## src/include/lfd_pkg.sv

```systemverilog
// Constants, field layouts and types for the frame-fetch display controller
package lfd_pkg;
   localparam int PWR_EN_BIT   = 0;
   localparam int FETCH_EN_BIT = 0;
   localparam int BYPASS_BIT   = 0;
   localparam int DUAL_BIT     = 1;
   localparam int DIV_LSB      = 12;
   localparam int DIV_W        = 9;
   localparam int CNT_W        = 11;
   localparam int HSIZE_LSB    = 21;
   localparam int LINES_LSB    = 0;
   localparam int VFRONT_LSB   = 0;
   localparam int VFRONT_W     = 8;
   localparam int VBACK_LSB    = 8;
   localparam int VBACK_W      = 8;
   localparam int VPULSE_LSB   = 16;
   localparam int VPULSE_W     = 6;
   localparam int VHD_LSB      = 24;
   localparam int VHD_W        = 8;
   localparam int HBACK_LSB    = 0;
   localparam int HBACK_W      = 8;
   localparam int HPULSE_LSB   = 8;
   localparam int HPULSE_W     = 6;
   localparam int HFRONT_LSB   = 21;
   localparam int FSIZE_LSB    = 0;
   localparam int FSIZE_W      = 23;
   localparam int BURST_LSB    = 24;
   localparam int BURST_W      = 7;
   localparam int DITHER_N     = 8;
   localparam int DITHER_W     = 28;
   localparam logic [31:0] ADDR_STEP = 32'h4;
   localparam logic [1:0] PH_PULSE  = 2'h0;
   localparam logic [1:0] PH_BACK   = 2'h1;
   localparam logic [1:0] PH_ACTIVE = 2'h2;
   localparam logic [1:0] PH_FRONT  = 2'h3;
   // Entry 7 is listed first, entry 0 last
   localparam logic [DITHER_N-1:0][DITHER_W-1:0] DITHER_RESET = {
      28'hf5ffaff, 28'h00faf5f, 28'h000faf5, 28'hfaf5fa5,
      28'h0000a5f, 28'h00a5a5f, 28'h5af0fa5, 28'h00000a5};
   typedef enum logic [1:0] {CORE_IDLE, CORE_ACTIVE, CORE_DRAIN} lfd_core_state_t;
endpackage : lfd_pkg

```

## src/rtl/lfd_pixclk_div.sv

```systemverilog
// Pixel clock divider with bypass, producing a pin level and a tick on its rising edge, or every cycle in bypass
module lfd_pixclk_div #(
   parameter int DW = lfd_pkg::DIV_W
) (
   input  wire logic          clk,
   input  wire logic          sys_rst,
   input  wire logic          run,
   input  wire logic          bypass,
   input  wire logic [DW-1:0] divisor,
   output logic               pixelClock,
   output logic               pixelTick
);
   import lfd_pkg::*;

   typedef struct packed {
      logic [DW-1:0] cnt;
      logic          pclk;
      logic          tick;
   } lfd_div_t;

   lfd_div_t q, d;
   logic [DW-1:0] half;

   always_comb begin
      d = q;
      d.tick = 1'b0;
      // Zero divisor would stall the clock, so treat it as one
      half = (divisor == '0) ? DW'(1) : divisor;
      if (!run) begin
         d.cnt = '0;
         d.pclk = 1'b0;
      end else if (bypass) begin
         d.cnt = '0;
         d.pclk = ~q.pclk;
         d.tick = 1'b1;
      end else if (q.cnt == half - DW'(1)) begin
         d.cnt = '0;
         d.pclk = ~q.pclk;
         d.tick = ~q.pclk;
      end else begin
         d.cnt = q.cnt + DW'(1);
      end
   end

   always_ff @(posedge clk) begin
      if (sys_rst) begin
         q <= '0;
      end else begin
         q <= d;
      end
   end

   assign pixelClock = q.pclk;
   assign pixelTick  = q.tick;
endmodule : lfd_pixclk_div

```

## src/rtl/lfd_display_ctrl.sv

```systemverilog
// Display core timing, activation control and frame-fetch engine with double buffering
module lfd_display_ctrl (
   input  wire logic                                       clk,
   input  wire logic                                       sys_rst,
   input  wire logic [31:0]                                powerControlReg,
   input  wire logic [31:0]                                fetchControlReg,
   input  wire logic [31:0]                                controlRegOne,
   input  wire logic [31:0]                                controlRegTwo,
   input  wire logic [31:0]                                verticalTimingReg,
   input  wire logic [31:0]                                horizontalTimingReg,
   input  wire logic [31:0]                                panelSizeReg,
   input  wire logic [31:0]                                fetchFrameCfg,
   input  wire logic [31:0]                                upperBaseAddr,
   input  wire logic [31:0]                                lowerBaseAddr,
   input  wire logic                                       ditherWrite,
   input  wire logic [2:0]                                 ditherIndex,
   input  wire logic [lfd_pkg::DITHER_W-1:0]               ditherData,
   input  wire logic                                       fetchAck,
   input  wire logic [31:0]                                fetchData,
   output logic                                            coreBusy,
   output logic                                            pixelClock,
   output logic                                            hsyncOut,
   output logic                                            vsyncOut,
   output logic                                            dataEnable,
   output logic                                            fetchReq,
   output logic [31:0]                                     fetchAddr,
   output logic [lfd_pkg::BURST_W-1:0]                     fetchBurst,
   output logic [lfd_pkg::FSIZE_W-1:0]                     remainingWordsUpper,
   output logic [lfd_pkg::FSIZE_W-1:0]                     remainingWordsLower,
   output logic                                            endOfFrame,
   output logic [31:0]                                     pixelWord,
   output logic                                            pixelWordValid,
   output logic                                            pixelWordLower,
   output logic [lfd_pkg::DITHER_N*lfd_pkg::DITHER_W-1:0]  ditherPatterns
);
   import lfd_pkg::*;

   typedef struct packed {
      lfd_core_state_t                  st;
      logic [1:0]                       hPh;
      logic [CNT_W-1:0]                 hCnt;
      logic [1:0]                       vPh;
      logic [CNT_W-1:0]                 vCnt;
      logic                             hsync;
      logic                             vsync;
      logic                             de;
      logic                             fetching;
      logic                             sel;
      logic [31:0]                      curUp;
      logic [31:0]                      curLo;
      logic [FSIZE_W-1:0]               remUp;
      logic [FSIZE_W-1:0]               remLo;
      logic                             eof;
      logic [31:0]                      word;
      logic                             wordVal;
      logic                             wordLower;
      logic [DITHER_N-1:0][DITHER_W-1:0] dith;
   } lfd_state_t;

   lfd_state_t q, d;

   logic                coreEnable;
   logic                fetchEnable;
   logic                dualScan;
   logic                pixTick;
   logic                fetchRun;
   logic                selEff;
   logic                lineEnd;
   logic                frameEnd;
   logic [CNT_W-1:0]    hLen;
   logic [CNT_W-1:0]    vLen;
   logic [CNT_W-1:0]    hPulseLen;
   logic [CNT_W-1:0]    vhd;
   logic [FSIZE_W-1:0]  frameWords;

   assign coreEnable  = powerControlReg[PWR_EN_BIT];
   assign fetchEnable = fetchControlReg[FETCH_EN_BIT];
   assign dualScan    = controlRegTwo[DUAL_BIT];
   assign frameWords  = fetchFrameCfg[FSIZE_LSB +: FSIZE_W];
   assign fetchRun    = (q.st == CORE_ACTIVE) && fetchEnable;
   assign hPulseLen = CNT_W'(horizontalTimingReg[HPULSE_LSB +: HPULSE_W]);
   assign vhd = CNT_W'(verticalTimingReg[VHD_LSB +: VHD_W]);

   lfd_pixclk_div #(
      .DW (DIV_W)
   ) u_div (
      .clk        (clk),
      .sys_rst    (sys_rst),
      .run        (q.st != CORE_IDLE),
      .bypass     (controlRegOne[BYPASS_BIT]),
      .divisor    (controlRegOne[DIV_LSB +: DIV_W]),
      .pixelClock (pixelClock),
      .pixelTick  (pixTick)
   );

   // Phase lengths are stored as count minus one
   always_comb begin
      case (q.hPh)
         PH_PULSE:  hLen = hPulseLen;
         PH_BACK:   hLen = CNT_W'(horizontalTimingReg[HBACK_LSB +: HBACK_W]);
         PH_ACTIVE: hLen = panelSizeReg[HSIZE_LSB +: CNT_W];
         default:   hLen = horizontalTimingReg[HFRONT_LSB +: CNT_W];
      endcase
      case (q.vPh)
         PH_PULSE:  vLen = CNT_W'(verticalTimingReg[VPULSE_LSB +: VPULSE_W]);
         PH_BACK:   vLen = CNT_W'(verticalTimingReg[VBACK_LSB +: VBACK_W]);
         PH_ACTIVE: vLen = panelSizeReg[LINES_LSB +: CNT_W];
         default:   vLen = CNT_W'(verticalTimingReg[VFRONT_LSB +: VFRONT_W]);
      endcase
   end

   assign lineEnd  = pixTick && (q.hPh == PH_FRONT) && (q.hCnt == hLen);
   assign frameEnd = lineEnd && (q.vPh == PH_FRONT) && (q.vCnt == vLen);
   // Dual scan interleaves panels; an exhausted panel yields to the other
   assign selEff = !dualScan ? 1'b0 : (q.remUp == '0) ? 1'b1 :
                   (q.remLo == '0) ? 1'b0 : q.sel;
   // Gating by the run condition drops the request the cycle the core stops
   assign fetchReq = q.fetching && fetchRun
                     && (selEff ? (q.remLo != '0) : (q.remUp != '0));

   always_comb begin
      d = q;
      d.eof = 1'b0;
      d.wordVal = 1'b0;
      case (q.st)
         CORE_IDLE: begin
            if (coreEnable) begin
               d.st = CORE_ACTIVE;
            end
         end
         CORE_ACTIVE: begin
            if (!coreEnable) begin
               d.st = CORE_DRAIN;
            end
         end
         CORE_DRAIN: begin
            // Finish the frame so the panel never sees a cut-off frame
            if (frameEnd) begin
               d.st = CORE_IDLE;
            end
         end
         default: d.st = CORE_IDLE;
      endcase
      if (q.st == CORE_IDLE) begin
         d.hPh = PH_PULSE;
         d.hCnt = '0;
         d.vPh = PH_PULSE;
         d.vCnt = '0;
         d.hsync = 1'b0;
         d.vsync = 1'b0;
         d.de = 1'b0;
      end else if (pixTick) begin
         if (q.hCnt == hLen) begin
            d.hCnt = '0;
            d.hPh = q.hPh + 2'h1;
         end else begin
            d.hCnt = q.hCnt + CNT_W'(1);
         end
         if (lineEnd) begin
            if (q.vCnt == vLen) begin
               d.vCnt = '0;
               d.vPh = q.vPh + 2'h1;
            end else begin
               d.vCnt = q.vCnt + CNT_W'(1);
            end
         end
         d.hsync = (d.hPh == PH_PULSE);
         // Vertical sync moves a set delay into the line pulse, capped at its end
         if (q.hPh == PH_PULSE && (q.hCnt == vhd || q.hCnt == hPulseLen)) begin
            d.vsync = (q.vPh == PH_PULSE);
         end
         d.de = (d.hPh == PH_ACTIVE) && (d.vPh == PH_ACTIVE);
      end
      if (!fetchRun) begin
         d.fetching = 1'b0;
      end else if (!q.fetching || (q.remUp == '0 && q.remLo == '0)) begin
         // Shadow copies give double buffering: base ports are read only here
         d.fetching = 1'b1;
         d.curUp = upperBaseAddr;
         d.curLo = lowerBaseAddr;
         d.remUp = frameWords;
         d.remLo = dualScan ? frameWords : '0;
         d.sel = 1'b0;
         d.eof = 1'b1;
      end else if (fetchReq && fetchAck) begin
         d.word = fetchData;
         d.wordVal = 1'b1;
         d.wordLower = selEff;
         d.sel = ~selEff;
         if (selEff) begin
            d.remLo = q.remLo - FSIZE_W'(1);
            d.curLo = q.curLo + ADDR_STEP;
         end else begin
            d.remUp = q.remUp - FSIZE_W'(1);
            d.curUp = q.curUp + ADDR_STEP;
         end
      end
      if (ditherWrite) begin
         d.dith[ditherIndex] = ditherData;
      end
   end

   always_ff @(posedge clk) begin
      if (sys_rst) begin
         q <= '0;
         q.st <= CORE_IDLE;
         q.dith <= DITHER_RESET;
      end else begin
         q <= d;
      end
   end

   assign coreBusy            = (q.st != CORE_IDLE);
   assign hsyncOut            = q.hsync;
   assign vsyncOut            = q.vsync;
   assign dataEnable          = q.de;
   assign fetchAddr           = selEff ? q.curLo : q.curUp;
   assign fetchBurst          = fetchFrameCfg[BURST_LSB +: BURST_W];
   assign remainingWordsUpper = q.remUp;
   assign remainingWordsLower = q.remLo;
   assign endOfFrame          = q.eof;
   assign pixelWord           = q.word;
   assign pixelWordValid      = q.wordVal;
   assign pixelWordLower      = q.wordLower;
   assign ditherPatterns      = q.dith;
endmodule : lfd_display_ctrl

```

## config.mk

```make
export PLATFORM = sky130hd
export DESIGN_NAME = lfd_display_ctrl
export DESIGN_NICKNAME = d
export VERILOG_FILES = /design/src/include/lfd_pkg.sv /design/src/rtl/lfd_pixclk_div.sv /design/src/rtl/lfd_display_ctrl.sv
export SDC_FILE = /design/constraint.sdc
export NUM_CORES = 1
export LEC_CHECK = 0
export BUFFER_PORTS_ARGS = -buffer_cell sky130_fd_sc_hd__buf_2
export CAP_MARGIN = 10
export CORE_AREA = 2 2 287 289
export DETAILED_ROUTE_END_ITERATION = 10
export DIE_AREA = 0 0 289 291
export GPL_TIMING_DRIVEN = 0
export PLACE_DENSITY_LB_ADDON = 0.12
export SLEW_MARGIN = 10
export SYNTH_ARGS = -nofsm -noshare
export SYNTH_HDL_FRONTEND = slang
export SYNTH_SLANG_ARGS = --single-unit
```

## constraint.sdc

```tcl
create_clock -name clk -period 5.1 [get_ports clk]
set_input_delay 0 -clock clk [delete_from_list [all_inputs] [get_ports clk]]
set_output_delay 0 -clock clk [all_outputs]
set_load 0.005 [all_outputs]
```

==> metrics.md, run 1 <==
| Metric | Value |
|---|---|
| Outcome | `complete, no violations` |
| Cell internal pwr | `5950 uW` |
| Comb pwr share | `13.6%` |
| Largest net degree at the start of global routing | `15` |
| Critical path buffers and inverters | `4` |
| Synth-to-layout area growth | `34.6%` |
| Fin. Hold Viols | `0` |
| Clock Root Buffer | `clkbuf_16` |
| Nature of the critical path endpoint | `register` |
| Vias in the first global route | `21300` |
| PwrDens | `286 nW/um2` |
| Post-DP HPWL | `77900 um` |
| DRT iter0 DRCs | `1694` |
| Clock sink total | `413` |
| CTS tree | `built` |
| Synth cell types | `73` |
| Num CTS Buffers | `50` |
| Max incr delay on CP | `0.75 ns` |
| Finished Core Util | `35.4%` |
| Met3 Wirelength | `6930 um` |
| Hold Path Cell Cnt | `4` |
| Largest family of logic cells by synthesized area | `simple AND/OR/NAND/NOR gates` |
| CP required | `5.61 ns` |
| P_leak | `0.0124 uW` |
| IO Pins | `737` |
| Max Freq | `201 MHz` |
| Fin nets | `3925` |
| I/O Buffers | `560` |
| Proportion of power drawn by flip-flops and latches | `41.3%` |
| Final period util | `97.5%` |
| Simple-gate portion of the synthesized area | `24.0%` |
| Antenna viol nets, final | `0` |
| Met1 Wirelength | `43400 um` |
| Die Area | `84100 um2` |
| Mean area per synthesized cell | `7.75 um2` |
| Hold Crit Class | `input port to register` |
| GRT Overall Usage | `23.5%` |
| First-pass GRT wire length | `147000 um` |
| Critical Path Most Common Cell | `or4_4` |
| Cell Chain, Critical Path | `or4_4, or4_4, or4_4, buf_6, o21ai_1, clkbuf_1, clkbuf_1, nor3_1, a21oi_1, o21ai_0, dlygate4sd3_1` |
| Area after DPL | `25500 um2` |
| Skew-Pair Late Insertion Delay | `0.62 ns` |
| Slew Limit Fails | `0` |
| FF+latch count, synth | `413` |
| Final WL | `103000 um` |
| Synth Net Count | `3157` |
| Worst Clk Skew | `0.0316 ns` |
| Hold slack final | `0.0510 ns` |
| Setup Viol. Count Final | `0` |
| Clk slew on worst S/H paths | `0.06 ns` |
| Die width | `289 um` |
| Via-per-instance ratio | `4.85` |
| Worst setup margin | `0.130 ns` |
| Adder-cell share of the synthesized area | `0.997%` |
| Compound-gate portion of the synthesized area | `14.4%` |
| Initial antenna violation count | `1` |
| Yosys top cell area share | `38.8%` |
| Most frequent cells in the layout | `nand2_1, buf_2, dfxtp_1, buf_4, a21oi_1` |
| Post-synthesis mux area share | `3.89%` |
| DR vias | `22400` |
| # diodes | `0` |
| Worst-path fanout max | `10` |
| Net switching power | `2270 uW` |
| Top FF cell, synth | `dfxtp_1` |
| Ranking of synthesized cells by area | `dfxtp_1, buf_4, nand2_1, a21oi_1, nand3_1` |
| Synth area leader | `dfxtp_1` |
| CP Depth | `11` |
| RSZ-0062 raised after global routing | `no` |
| Starting density of the core | `26.3%` |
| CP Class | `register to register` |
| FFs w/ async S/R, synth | `0%` |
| Highest routed layer | `met4` |
| Layout cells sized above 1 | `29.0%` |
| Most common cell after layout, fill and taps aside | `nand2_1` |
| Gpl congestion | `0.935` |
| Final setup TNS | `0 ns` |
| R2R depth | `11` |
| Number of synthesized flops with an enable pin | `0` |
| Drt drc | `0` |
| Die height | `291 um` |
| Worst slack, placed | `0.132 ns` |
| Row Count | `105` |
| Core ar. | `81200 um2` |
| H-tree depth | `2` |
| IR Drop Worst-Case VDD | `228 uV` |
| Worst Max-Slew Pin Slew | `1.17 ns` |
| Grt total ovfl | `0` |
| Worst relative slew slack | `21.2%` |
| Cell area after synthesis | `21300 um2` |
| Xor and xnor fraction of the mapped netlist area | `2.87%` |
| Fin area | `28700 um2` |
| Crit path DAT | `5.48 ns` |
| Critical Path Source Type | `register` |
| Synth warnings | `0` |
| Delay-heaviest family, CP | `buffers and inverters` |
| CP max-delay cell | `clkbuf_1` |
| Clock network power share | `45.1%` |
| Clock Path Buffers | `3` |
| Sw Share | `27.6%` |
| First drt pass iteration count | `6` |
| MaxCap Viol Count | `0` |
| Post-synthesis cell count | `2753` |
| Register area share after synthesis | `38.8%` |
| Fin crit period | `4.97 ns` |
| Met2 routed WL | `48800 um` |
| DR WL/cell | `22.2 um` |
flip-flops by register name, indices dropped and copies added, names as in the netlist:
name / cells
dataEnable: 1
ditherPatterns: 224
endOfFrame: 1
hsyncOut: 1
pixelWord: 32
pixelWordLower: 1
pixelWordValid: 1
q: 94
remainingWordsLower: 23
remainingWordsUpper: 23
u_div.pixelClock: 1
u_div.pixelTick: 1
u_div.q: 9
vsyncOut: 1
worst reg2reg max path: cells and delay by family (launching register included):
kind / cells / cell delay (ns)
buffers and inverters: 4 / 1.94
and+or+nand+nor: 4 / 1.79
AOI/OAI and AO/OA: 3 / 0.75
DFF: 1 / 0.38
metrics by stage:
step                total power (uW)  instances
CTS                             8310       4630
floorplan                       3980       2753
global route                    8540       4630
detailed placement              4490       4386
finish                          8220       4630
global placement                4490       4383
worst paths after layout:
kind | slack, ns | end | from
worst min register to register | 0.45 | ditherPatterns[48]$_SDFFE_PP0P_ | ditherPatterns[48]$_SDFFE_PP0P_
worst max register to register | 0.13 | q[323]$_SDFFE_PP0P_ | remainingWordsLower[6]$_SDFFE_PP0P_
worst min-delay path | 0.05 | q[329]$_SDFFE_PP0P_ | controlRegTwo[1]
worst max-delay path | 0.13 | q[323]$_SDFFE_PP0P_ | remainingWordsLower[6]$_SDFFE_PP0P_
power by group through the flow:
stage               Sequential (uW)  Combinational, uW  Clock (uW)
floorplan                      3430                549           0
global placement               3460               1030           0
detailed placement             3460               1020           0
CTS                            3390               1120        3800
global route                   3400               1210        3930
finish                         3390               1120        3710
routing by layer:
metal,vias up,GRT usage (%)
met1,10600,30.1
met2,935,40.0
met3,172,3.70
met4,0,8.02
li1,10700,-
met5,-,0
cell type report:
type	count	area, um2
fill	8809	52500
multi-input combinational	1809	9870
sequential	413	8270
timing repair buffer	716	4360
buffer	499	3090
clock buffer	74	1440
tap	1070	1340
clock inverter	17	233
inverter	32	120
cells by family after synthesis:
group,count (synthesis)
xor gates and xnor gates,70
DFF,413
AOI/OAI and AO/OA,499
muxes,79
buffers and inverters,531
adders and majority gates,17
and+or+nand+nor,1144
cell usage after synthesis, drive strengths merged, types with 7 or more instances:
master / number
a222oi: 12
inv: 31
mux2i: 47
dfxtp: 413
a21oi: 209
nand2b: 7
and3: 18
xor2: 25
a21o: 11
nor2: 142
nor3: 63
o32ai: 8
xnor2: 45
or3: 17
nor2b: 13
nor3b: 7
a211oi: 11
or2: 8
nand2: 575
clkbuf: 177
nand3: 187
and2: 17
nand4: 36
nor4: 24
ha: 17
a31oi: 16
a311oi: 7
a22oi: 12
mux2: 32
o21ai: 99
buf: 322
o22ai: 22
or4: 14
o31a: 13
o211ai: 11
o21a: 8
nand3b: 7
what timing repair did:
item | 4_1_cts | 5_1_grt
hold endpoints to repair | 370 | 0
hold buffers | 153 | 0
gates resized for setup | 0 | 5
setup endpoints to repair | 0 | 11
buffers inserted | 0 | 0
No activity file was read; power rests on OpenSTA's default activity.
==> run 2, diff against run 1 <==
--- a/config.mk
+++ b/config.mk
@@ -7,9 +7,11 @@
 export LEC_CHECK = 0
 export BUFFER_PORTS_ARGS = -buffer_cell sky130_fd_sc_hd__buf_2
 export CAP_MARGIN = 10
-export CORE_AREA = 2 2 287 289
+export CELL_PAD_IN_SITES_DETAIL_PLACEMENT = 1
+export CELL_PAD_IN_SITES_GLOBAL_PLACEMENT = 1
+export CORE_AREA = 2 2 286 288
 export DETAILED_ROUTE_END_ITERATION = 10
-export DIE_AREA = 0 0 289 291
+export DIE_AREA = 0 0 288 290
 export GPL_TIMING_DRIVEN = 0
 export PLACE_DENSITY_LB_ADDON = 0.12
 export SLEW_MARGIN = 10
==> run 2 against run 1 <==
Against the previous run:
- clock power rose by 6.5%
- global-route usage rose by 2.4 points
- count of clock-buffer cells in the layout increased by 1
- sequential power hardly changed
- via count grew 2.4%
==> metrics.md, run 2 (synthesized netlist as in run 1, its figures left out) <==
| Metric | Value |
|---|---|
| Outcome | `complete, no violations` |
| CP Class | `register to register` |
| Largest net degree at the start of global routing | `16` |
| Drt drc | `0` |
| Most common cell after layout, fill and taps aside | `nand2_1` |
| P_leak | `0.0125 uW` |
| Final setup TNS | `0 ns` |
| Worst relative slew slack | `11.1%` |
| Core ar. | `80200 um2` |
| R2R depth | `10` |
| Synth-to-layout area growth | `35.1%` |
| Row Count | `104` |
| Die width | `288 um` |
| Clk slew on worst S/H paths | `0.06 ns` |
| Setup Viol. Count Final | `0` |
| DR WL/cell | `24.3 um` |
| Fill cells | `9912` |
| Worst Clk Skew | `0.0330 ns` |
| Slew Limit Fails | `0` |
| Fin crit period | `4.95 ns` |
| Hold Crit Endpoint | `u_div.q[3]$_SDFF_PP0_` |
| Skew-Pair Late Insertion Delay | `0.63 ns` |
| Grt total ovfl | `0` |
| Gpl congestion | `0.942` |
| Area of the multi-input gates | `9870 um2` |
| IR Drop Worst-Case VDD | `233 uV` |
| PwrDens | `294 nW/um2` |
| Max Freq | `202 MHz` |
| Die Area | `83500 um2` |
| Hold Path Cell Cnt | `6` |
| Clock sink total | `413` |
| Starting density of the core | `26.6%` |
| Fin nets | `3923` |
| Post-DP HPWL | `85700 um` |
| Fin. Hold Viols | `0` |
| Nature of the critical path endpoint | `register` |
| Max reg flops | `224` |
| R2R Path End | `remainingWordsUpper[7]$_SDFFE_PP0P_` |
| Via-per-instance ratio | `4.97` |
| DR vias | `23000` |
| Final WL | `112000 um` |
| Num CTS Buffers | `52` |
| Critical Path Source Type | `register` |
| Register area | `8270 um2` |
| Fin area | `28800 um2` |
| Initial antenna violation count | `6` |
| DRT iter0 DRCs | `1518` |
| CP required | `5.57 ns` |
| IO Pins | `737` |
| Setup bufs post-CTS | `0` |
| CTS tree | `built` |
| GRT Overall Usage | `25.9%` |
| RSZ-0062 raised after global routing | `no` |
| Worst-path fanout max | `10` |
| Area after DPL | `25500 um2` |
| Antenna viol nets, final | `0` |
| Final period util | `97.2%` |
| FF-to-FF Start | `remainingWordsLower[6]$_SDFFE_PP0P_` |
| Layout cells sized above 1 | `29.1%` |
| H-tree depth | `2` |
| Crit path DAT | `5.43 ns` |
| First drt pass iteration count | `9` |
| I/O Buffers | `560` |
| First-pass GRT wire length | `161000 um` |
| Vias in the first global route | `23700` |
| Clock Path Buffers | `3` |
| Worst Max-Slew Pin Slew | `1.33 ns` |
| R2R Setup Slk | `0.15 ns` |
| Most frequent cells in the layout | `nand2_1, buf_2, dfxtp_1, buf_4, a21oi_1` |
| Hold path start | `controlRegOne[12]` |
| Hold Crit Class | `input port to register` |
| MaxCap Viol Count | `0` |
| Clock Root Buffer | `clkbuf_16` |
| Die height | `290 um` |
run 2: what timing repair did:
action                     CTS  global route
hold endpoints to repair   371             0
setup endpoints to repair   16             0
resized for setup            2             0
hold buffers               152             0
run 2: final cells by class:
cell class                      instances  area share (%)
Antenna cell                            5          0.0434
Buffer                                499            10.7
Clock buffer                           75            5.20
Clock inverter                         21            1.10
Inverter                               32           0.417
Multi-Input combinational cell       1809            34.2
Sequential cell                       413            28.7
Tap cell                             1060            4.60
Timing Repair Buffer                  712            15.0
run 2: where the power goes:
group	internal (uW)	total [uW]	switching, uW
registers	3320	3400	83.1
clock network	2350	3950	1600
logic	469	1140	670
run 2: how the worst max path moves through the flow:
| stage | startpoint | cells after the start | endpoint | slack [ns] |
|---|---|---|---|---|
| after floorplan | remainingWordsLower[6]$_SDFFE_PP0P_ | 9 | q[368]$_SDFFE_PP0P_ | 1.47 |
| after global placement | remainingWordsLower[6]$_SDFFE_PP0P_ | 10 | remainingWordsUpper[7]$_SDFFE_PP0P_ | -0.02 |
| after detailed placement | remainingWordsLower[6]$_SDFFE_PP0P_ | 10 | remainingWordsUpper[7]$_SDFFE_PP0P_ | -0.07 |
| after CTS | remainingWordsLower[6]$_SDFFE_PP0P_ | 10 | remainingWordsUpper[20]$_SDFFE_PP0P_ | 0.21 |
| after global routing | remainingWordsLower[6]$_SDFFE_PP0P_ | 10 | q[311]$_SDFFE_PP0P_ | 0.07 |
| final | remainingWordsLower[6]$_SDFFE_PP0P_ | 10 | remainingWordsUpper[7]$_SDFFE_PP0P_ | 0.15 |
run 2: per-stage QoR:
step	hold WS (ns)	cells	setup slack [ns]	utilization (%)	total power [uW]
after global placement	0.169	4373	-0.0228	31.8	4490
final	0.0178	4626	0.145	36.0	8490
after CTS	0.00120	4621	0.207	35.9	8580
after detailed placement	0.170	4373	-0.0657	31.8	4510
after global routing	0.0681	4623	0.0708	35.9	8790
after floorplan	0.0808	2753	1.47	-	3980
run 2: critical path, cell delays in order (launching register included):
cell and delay [ns]:
dfxtp_1 0.39, or4_4 0.61, or4_4 0.53, or4_4 0.53, buf_6 0.15, o21ai_1 0.57
clkbuf_1 0.52, nand2_1 0.43, nand2_1 0.49, clkbuf_2 0.44, o22ai_1 0.14
run 2: layer usage:
metal,vias up,track usage [%],part of all wire (%)
met5,-,0,0.012
met4,2,10.1,4.1
met3,194,4.10,5.8
met2,796,45.3,49
met1,11300,31.6,41
li1,10700,-,-
